File: config.mk
export PLATFORM = sky130hd
export DESIGN_NAME = tpc_csr
export DESIGN_NICKNAME = d
export VERILOG_FILES = /design/src/tpc_pkg.sv /design/src/tpc_csr.sv
export SDC_FILE = /design/constraint.sdc
export NUM_CORES = 1
export LEC_CHECK = 0
export BUFFER_PORTS_ARGS = -buffer_cell sky130_fd_sc_hd__buf_2
export CELL_PAD_IN_SITES_DETAIL_PLACEMENT = 0
export CELL_PAD_IN_SITES_GLOBAL_PLACEMENT = 1
export CORE_ASPECT_RATIO = 0.7
export CORE_MARGIN = 2
export CORE_UTILIZATION = 45
export DETAILED_ROUTE_END_ITERATION = 10
export GPL_TIMING_DRIVEN = 0
export PLACE_DENSITY_LB_ADDON = 0.1
export SLEW_MARGIN = 10
export SYNTH_ARGS = -nofsm -noshare
export SYNTH_HDL_FRONTEND = slang
export SYNTH_SLANG_ARGS = --single-unit
File: constraint.sdc
create_clock -name clk -period 6.9 [get_ports clk]
set_input_delay 1.38 -clock clk [delete_from_list [all_inputs] [get_ports clk]]
set_output_delay 1.38 -clock clk [all_outputs]
set_load 0.1 [all_outputs]
File: src/tpc_pkg.sv
// Constants for the transmit timestamp register bank
package tpc_pkg;
  localparam int AddrW = 16;
  // Register indices; byte address is four times the index
  localparam logic [11:0] IdxRevision = 12'ha00;
  localparam logic [11:0] IdxScratch = 12'ha01;
  localparam logic [11:0] IdxName0 = 12'ha02;
  localparam logic [11:0] IdxName1 = 12'ha03;
  localparam logic [11:0] IdxName2 = 12'ha04;
  localparam logic [11:0] IdxClkPeriod = 12'ha05;
  localparam logic [11:0] IdxRsvdFirst = 12'ha06;
  localparam logic [11:0] IdxRsvdLast = 12'ha0a;
  localparam logic [11:0] IdxAsym = 12'ha0b;
  localparam logic [11:0] IdxPmaLatency = 12'ha0c;
  // Field layout
  localparam int PeriodW = 20;
  localparam int PeriodNsLsb = 16;
  localparam int AsymW = 19;
  localparam int AsymEnBit = 18;
  localparam int AsymSubBit = 17;
  localparam int AsymMagW = 17;
  localparam int LatNsLsb = 16;
  // Reset values
  localparam logic [31:0] ScratchRst = 32'h0000_0000;
  localparam logic [19:0] PeriodRst = 20'h28f5c;
  localparam logic [18:0] AsymRst = 19'h0_0000;
  localparam logic [31:0] LatencyRst = 32'h0000_0000;
  // Arbitrary identification values
  localparam logic [31:0] RevisionCode = 32'h0001_0000;
  localparam logic [31:0] NameWord0 = 32'h5458_5453;
  localparam logic [31:0] NameWord1 = 32'h5245_4742;
  localparam logic [31:0] NameWord2 = 32'h414e_4b30;
endpackage

File: src/tpc_csr.sv
// Transmit timestamp register bank with APB slave and delay adjust
`timescale 1ns/1ps

// Function
// - Index 0xa00 reads a fixed revision code and ignores writes.
// - A scratch word resets to zero, reads back what was written, steers nothing.
// - Three read-only words carry a twelve-character name, four per word, first word first.
// - A 20-bit clock period, 4 bits whole ns over 16 fraction bits, resets to 0x28f5c.
// - The asymmetry adjustment is applied to the final delay only when its enable is set.
// - The asymmetry sign bit set subtracts the magnitude, clear adds it.
// - The low 17 asymmetry bits are a magnitude in ns; the 19-bit word resets to zero.
// - A 32-bit serdes latency word, 16 bits ns over 16 fraction bits, resets to zero.
module tpc_csr #(
  parameter int DelayW = 32
) (
  input wire logic clk,
  input wire logic srst,
  input wire logic ce,
  input wire logic psel,
  input wire logic penable,
  input wire logic pwrite,
  input wire logic [tpc_pkg::AddrW-1:0] paddr,
  input wire logic [31:0] pwdata,
  input wire logic [3:0] pstrb,
  output logic [31:0] prdata,
  output logic pready,
  output logic pslverr,
  input wire logic delayValid,
  input wire logic [DelayW-1:0] delayIn,
  output logic delayOutValid,
  output logic [DelayW-1:0] delayOut,
  output logic [tpc_pkg::PeriodW-1:0] clkPeriod,
  output logic [31:0] pmaLatency
);
  import tpc_pkg::*;

  logic [31:0] scratch_q;
  logic [PeriodW-1:0] period_q;
  logic [AsymW-1:0] asym_q;
  logic [31:0] latency_q;
  logic [31:0] rdata_d;
  logic decodeHit;
  logic access;
  logic commit;
  logic [11:0] regIdx;
  logic takeReq;
  logic rspErr_d;
  logic [31:0] rspData_d;

  // Merge write data by byte strobe
  function automatic logic [31:0] merge(
    input logic [31:0] old,
    input logic [31:0] wdata,
    input logic [3:0] strb
  );
    logic [31:0] res;
    res = old;
    for (int i = 0; i < 4; i++) begin
      if (strb[i]) begin
        res[i*8 +: 8] = wdata[i*8 +: 8];
      end
    end
    return res;
  endfunction

  // True inside the gap between period and asymmetry words
  function automatic logic inRsvd(input logic [11:0] idx);
    return (idx >= IdxRsvdFirst) && (idx <= IdxRsvdLast);
  endfunction

  // Word aligned and inside the window of the bank
  function automatic logic addrInWindow(input logic [AddrW-1:0] addr);
    return (addr[1:0] == 2'h0) && (addr[AddrW-1:14] == '0);
  endfunction

  // Write strobe of one register index
  function automatic logic wrHit(
    input logic cmt,
    input logic [11:0] idx,
    input logic [11:0] want
  );
    return cmt && (idx == want);
  endfunction

  // Indices that answer without error, reserved gap included
  function automatic logic isMapped(input logic [11:0] idx);
    logic hit;
    hit = 1'b0;
    case (idx)
      IdxRevision, IdxScratch, IdxName0: hit = 1'b1;
      IdxName1, IdxName2, IdxClkPeriod: hit = 1'b1;
      IdxAsym, IdxPmaLatency: hit = 1'b1;
      default: hit = inRsvd(idx);
    endcase
    return hit;
  endfunction

  // Read value of one index; reserved and unknown give zero
  function automatic logic [31:0] readWord(
    input logic [11:0] idx,
    input logic [31:0] scratch,
    input logic [PeriodW-1:0] period,
    input logic [AsymW-1:0] asym,
    input logic [31:0] latency
  );
    logic [31:0] res;
    res = 32'h0000_0000;
    case (idx)
      IdxRevision: res = RevisionCode;
      IdxScratch: res = scratch;
      IdxName0: res = NameWord0;
      IdxName1: res = NameWord1;
      IdxName2: res = NameWord2;
      IdxClkPeriod: res = 32'(period);
      IdxAsym: res = 32'(asym);
      IdxPmaLatency: res = latency;
      default: res = 32'h0000_0000;
    endcase
    return res;
  endfunction

  // Adjust of the final delay; wraps modulo 2**DelayW, no saturation
  function automatic logic [DelayW-1:0] adjustDelay(
    input logic [DelayW-1:0] din,
    input logic [AsymW-1:0] asym
  );
    logic [DelayW-1:0] mag;
    logic [DelayW-1:0] res;
    mag = DelayW'(asym[AsymMagW-1:0]);
    res = din;
    if (asym[AsymEnBit]) begin
      if (asym[AsymSubBit]) begin
        res = din - mag;
      end else begin
        res = din + mag;
      end
    end
    return res;
  endfunction

  assign regIdx = paddr[13:2];
  assign access = psel && penable;
  assign takeReq = access && !pready;
  // Write takes effect only at the edge where pready is seen high
  assign commit = access && pready && pwrite && !pslverr;

  always_comb begin
    decodeHit = addrInWindow(paddr) && isMapped(regIdx);
    rdata_d = readWord(regIdx, scratch_q, period_q, asym_q, latency_q);
  end

  // Writes and refused accesses answer with zero data
  always_comb begin
    rspErr_d = !decodeHit;
    rspData_d = rdata_d;
    if (pwrite || !decodeHit) begin
      rspData_d = 32'h0000_0000;
    end
  end

  // One wait state: pready rises in the second access cycle
  always_ff @(posedge clk) begin
    if (srst) begin
      pready <= 1'b0;
    end else if (ce) begin
      pready <= takeReq;
    end
  end

  always_ff @(posedge clk) begin
    if (srst) begin
      pslverr <= 1'b0;
    end else if (ce) begin
      pslverr <= takeReq && rspErr_d;
    end
  end

  // Read data holds until the next transfer is answered
  always_ff @(posedge clk) begin
    if (srst) begin
      prdata <= 32'h0000_0000;
    end else if (ce && takeReq) begin
      prdata <= rspData_d;
    end
  end

  always_ff @(posedge clk) begin
    if (srst) begin
      scratch_q <= ScratchRst;
    end else if (ce && wrHit(commit, regIdx, IdxScratch)) begin
      scratch_q <= merge(scratch_q, pwdata, pstrb);
    end
  end

  always_ff @(posedge clk) begin
    if (srst) begin
      period_q <= PeriodRst;
    end else if (ce && wrHit(commit, regIdx, IdxClkPeriod)) begin
      period_q <= PeriodW'(merge(32'(period_q), pwdata, pstrb));
    end
  end

  always_ff @(posedge clk) begin
    if (srst) begin
      asym_q <= AsymRst;
    end else if (ce && wrHit(commit, regIdx, IdxAsym)) begin
      asym_q <= AsymW'(merge(32'(asym_q), pwdata, pstrb));
    end
  end

  // Reset value is zero; software loads the recommended figure
  always_ff @(posedge clk) begin
    if (srst) begin
      latency_q <= LatencyRst;
    end else if (ce && wrHit(commit, regIdx, IdxPmaLatency)) begin
      latency_q <= merge(latency_q, pwdata, pstrb);
    end
  end

  // Output copies lag their registers by one cycle
  always_ff @(posedge clk) begin
    if (srst) begin
      clkPeriod <= PeriodRst;
    end else if (ce) begin
      clkPeriod <= period_q;
    end
  end

  always_ff @(posedge clk) begin
    if (srst) begin
      pmaLatency <= LatencyRst;
    end else if (ce) begin
      pmaLatency <= latency_q;
    end
  end

  always_ff @(posedge clk) begin
    if (srst) begin
      delayOutValid <= 1'b0;
    end else if (ce) begin
      delayOutValid <= delayValid;
    end
  end

  // Uses the asymmetry word as seen at the sampling edge
  always_ff @(posedge clk) begin
    if (srst) begin
      delayOut <= '0;
    end else if (ce) begin
      if (delayValid) begin
        delayOut <= adjustDelay(delayIn, asym_q);
      end
    end
  end
endmodule

Word level (Yosys, flattened, before mapping)
Index checks and enable logic that the tools add are counted.
Word-level totals
  register bits after elaboration: 222
  latch bits: 0
  memory bits (writable): 0
  bits in read-only memories: 0
  input port bits: 91
  output and inout port bits: 119
  logic and storage cells: 78
  memories kept: 0
Cells by class
  $add $sub $neg: 2
  multipliers: 0
  divide/modulo/power cells: 0
  $lt $le $gt $ge: 2
  equal/unequal tests: 8
  shifts and indexed selects: 0
  muxes and demuxes: 5
  bitwise gates (word level): 0
  reduce and logical (&&, ||, !) cells: 40
Operators by type and width (count)
  $pmux W32 S8: 1
  $eq A12 B12 Y1 const B: 8
  $mux W32: 3
  $add A32 B17 Y32: 1
  $sub A32 B17 Y32: 1
  $reduce_and A2 Y1: 15
  $logic_and A1 B1 Y1: 18
  $ge A12 B12 Y1 const B: 1
  $le A12 B12 Y1 const B: 1
  $reduce_or A8 Y1: 1
  $logic_not A2 Y1: 2
  $logic_not A1 Y1: 3
  $logic_or A1 B1 Y1: 1
  $mux W1: 1

Logic depth before layout (Yosys ltp)
  depth after elaboration: 7
  mapped depth: 17
  depth with buffers taken out: 16

Worst setup path before layout
No wires, ideal clock.
  path type: input to register
  start point: input delayIn[0]
  end point: register delayOut[30]
  arrival: 3.836 ns
  required time: 6.799 ns
  slack: 2.963 ns
  stages: 13
  path buffers: 0
  cell sequence: inv_1 > ha_1 > inv_1 > fa_1 > a21o_1 > a221oi_1 > o21ai_1 > a31oi_1 > o21ai_1 > a21oi_1 > o21ai_0 > xnor2_1 > o41ai_1
Between the ends
  longest elaborated chain between the ends: 3
  elaborated cells on any way between the ends: 4
RTL lines
  from (decl): RTL line tpc_csr.sv:29  | input wire logic [DelayW-1:0] delayIn,
  $add A32 B17 Y32 / $sub A32 B17 Y32 (equally long branches): RTL line tpc_csr.sv:135, tpc_csr.sv:133
  $mux W32 *: RTL line tpc_csr.sv:132  | if (asym[AsymSubBit]) begin
  $mux W32 *: RTL line tpc_csr.sv:131  | if (asym[AsymEnBit]) begin
  to (signal assigned): RTL line tpc_csr.sv:251  | delayOut <= adjustDelay(delayIn, asym_q);
  to (decl): RTL line tpc_csr.sv:31  | output logic [DelayW-1:0] delayOut,
Every way passes the cells marked *; elsewhere a longest branch is shown, timed or not.
A chain may end at the register's enable or synchronous reset.

Final worst setup path
  start point: register asym_q[17]
  end point: register delayOut[30]
Between the ends
  longest elaborated chain between the ends: 2
RTL lines
  from (decl): RTL line tpc_csr.sv:39  | logic [AsymW-1:0] asym_q;
  from (signal assigned): RTL line tpc_csr.sv:205  | asym_q <= AsymRst;
  from (signal assigned): RTL line tpc_csr.sv:207  | asym_q <= AsymW'(merge(32'(asym_q), pwdata, pstrb));
  $mux W32: RTL line tpc_csr.sv:132
  $mux W32: RTL line tpc_csr.sv:131
No other way between the ends.

==> metrics.txt <==
DR pass1 iterations 5; worst-skew pair later-pin latency 0.52 ns; first-pass GRT wire length 58400 µm; Crit Path Max Fanout 10; slew margin rel. 0.184; vias in the first global route 9549; Vias 10563; port bufs 207; Clk Tree Root Cell clkbuf_16; clock buffer depth 3; Place WS 1.98 ns; CP Launch Type flop; initial DRC count 911; sequential fraction of the synthesis area 0.403; synthesized area 11000 µm²; power density cells 221 nW/µm²; total track usage 0.299; Setup CP Type flop to flop; Syn. warnings 0; CTS buffer count 23; HPWL Detailed 30400 µm; EDFF count, synth 0; Die Height 135 µm; per-cell routed wire length 21.3 µm; Final setup viols 0; Final period util 0.718; flops & latches, synth 222; WP data arrival 5.37 ns; largest net degree at the start of global routing 14; Die ar. 25800 µm²; initial antenna violation count 3; TritonCTS clock tree yes; largest cells by area after synthesis dfxtp_1, mux2i_1, nor2_1, a21oi_1, nand2_1; P_int 2.15 mW; Max Clk Rate 202 MHz; total gr overflow 0; post-cts gate resize count 0; Switch Pwr 789 µW; outcome finished clean; DR DRC count 0; Fin. Hold Viols 0; Critical Path End Type flop; setup ws final 1.95 ns; dominant cell type by area after synthesis dfxtp_1; Vias/cell 5.68; worst slew pin tran 1.21 ns; R2R setup slack 1.95 ns; syn nets 1413; Layout Skew 0.0251 ns; WL final 39700 µm; clk slew on worst S/H paths 0.07 ns; CTS Hold Bufs 0; Max-cap violations 0; clock share of power 0.437; RSZ-0062 raised after global routing false; nets@finish 1647; unique cell type count in the Yosys netlist 61; # rows 47; Max IR drop VDD 155 µV; FFs w/ async S/R, synth 0; post-CTS setup buffers 0; clock sinks 222; synthesized area per cell 8.55 µm²; Die X 191 µm; total leakage power 5.32 nW; H-tree Lvls 1; share of post-route cells with drive strength above 1 0.189; top-area cell type share of the netlist area 0.403; Placer Congestion 0.920; Starting Density 0.462; Hold Crit Class flop to flop; setup TNS 0 ns; Sw Ratio 0.269; Primary FF master, synth dfxtp_1; Reg power frac 0.443; Post-Syn Instances 1289; Comb power frac 0.120; Core ar. 23900 µm²; WP data required 7.32 ns; Area Overhead vs Synth 20.2%; Final Hold Slack 0.452 ns; IO Pins 210; minimum clock period 4.95 ns; Post-DRT Antenna Nets 0; Max Slew Vio Count 0
-- routing by layer --
layer | vias up | GRT usage | share of wire
met5 | - | 0 | 0.00033
met4 | 2 | 0.0615 | 0.019
met3 | 50 | 0.0639 | 0.091
met2 | 414 | 0.399 | 0.39
met1 | 5046 | 0.481 | 0.50
li1 | 5051 | - | -
-- flip-flops by register name, summed over array words and instances, names as in the netlist --
| signal | flops |
|---|---|
| asym_q | 19 |
| clkPeriod | 20 |
| delayOut | 32 |
| delayOutValid | 1 |
| latency_q | 32 |
| period_q | 20 |
| pmaLatency | 32 |
| prdata | 32 |
| pready | 1 |
| pslverr | 1 |
| scratch_q | 32 |
-- worst paths after layout --
kind	start	end	depth (start not counted)
setup / recovery	asym_q[17]	delayOut[30]	13
hold / removal	delayOut[18]	delayOut[18]	2
setup reg to reg	asym_q[17]	delayOut[30]	13
hold reg to reg	delayOut[18]	delayOut[18]	2
-- kinds of logic after synthesis --
kind of cell,after synthesis,share of synthesized area
compound gates,316,0.184
buf+inv,95,0.0381
flops,222,0.403
xor+xnor,44,0.0350
simple gates,439,0.175
mux,140,0.127
fa+ha+maj,33,0.0381
-- power groups by stage --
stage          sequential, mW  combinational, mW  clock (mW)
3_3_place_gp             1.33              0.346           0
3_5_place_dp             1.33              0.345           0
4_1_cts                  1.30              0.346        1.30
6_report                 1.30              0.351        1.28
5_1_grt                  1.30              0.372        1.36
2_1_floorplan            1.42              0.144           0
-- cells in the mapped netlist (all sizes together), types with 3 or more instances --
master and count:
dfxtp 222, nor2 192, nand2 153, mux2i 140, a21oi 115, clkbuf 67, o21ai 54, a22oi 38
ha 32, xnor2 32, nand3 23, a211oi 18, buf 15, a21o 13, a221o 12, a31oi 12
and3 12, inv 12, xor2 12, nor4 11, nor3 10, nand2b 9, o21bai 9, a22o 8
o21a 8, a41o 7, nand4 5, nor2b 5, a221oi 4, and2 4, or2 4, or3 4
a21boi 3, nor4b 3
-- metrics by stage --
step / cell area, µm² / std cells / util / total power, mW
after detailed placement: 12500 / 1816 / 0.523 / 1.67
after global routing: 13200 / 1857 / 0.555 / 3.03
after floorplan: 11000 / 1289 / - / 1.56
after global placement: 12500 / 1814 / 0.522 / 1.67
after CTS: 13200 / 1856 / 0.555 / 2.94
final: 13300 / 1859 / 0.555 / 2.93
-- layout make-up --
cell class                      count  area [µm²]
Antenna cell                        3        7.51
Buffer                             83         375
Clock buffer                       31         636
Clock inverter                      9         124
Fill cell                        2329       10600
Inverter                           12        45.0
Multi-Input combinational cell    972        6170
Sequential cell                   222        4440
Tap cell                          318         398
Timing Repair Buffer              209        1050
-- cells in the final DEF, fill, tap and decap left out, types with 5 or more instances in the layout --
master	n
o21ai_0	52
nand4_1	5
nor2b_1	5
a21oi_1	115
nor2_1	187
a31oi_1	12
xnor2_1	32
clkinv_2	5
o21bai_1	9
a22o_1	8
a221o_1	12
mux2i_1	140
xor2_1	12
nand2_1	153
clkbuf_8	5
buf_2	218
nor3_1	9
a211oi_1	18
nand2b_1	8
a21o_1	12
nand3_1	23
dfxtp_1	222
inv_1	12
a22oi_1	38
nor4_1	7
o21a_1	8
and3_1	10
ha_1	32
nor2_2	5
clkbuf_1	68
a41o_2	7
clkbuf_16	23
-- worst max-delay path, stage by stage (launching register included) --
cell and delay (ns):
dfxtp_1 0.48, clkbuf_1 0.39, clkbuf_1 0.54, mux2i_1 0.26
fa_1 0.48, a21o_1 0.20, a221oi_1 0.52, o21ai_1 0.27
a31oi_1 0.46, o21ai_1 0.28, a21oi_1 0.34, o21ai_0 0.21
xnor2_1 0.17, o41ai_1 0.23
(Power assumes the default switching activity.)
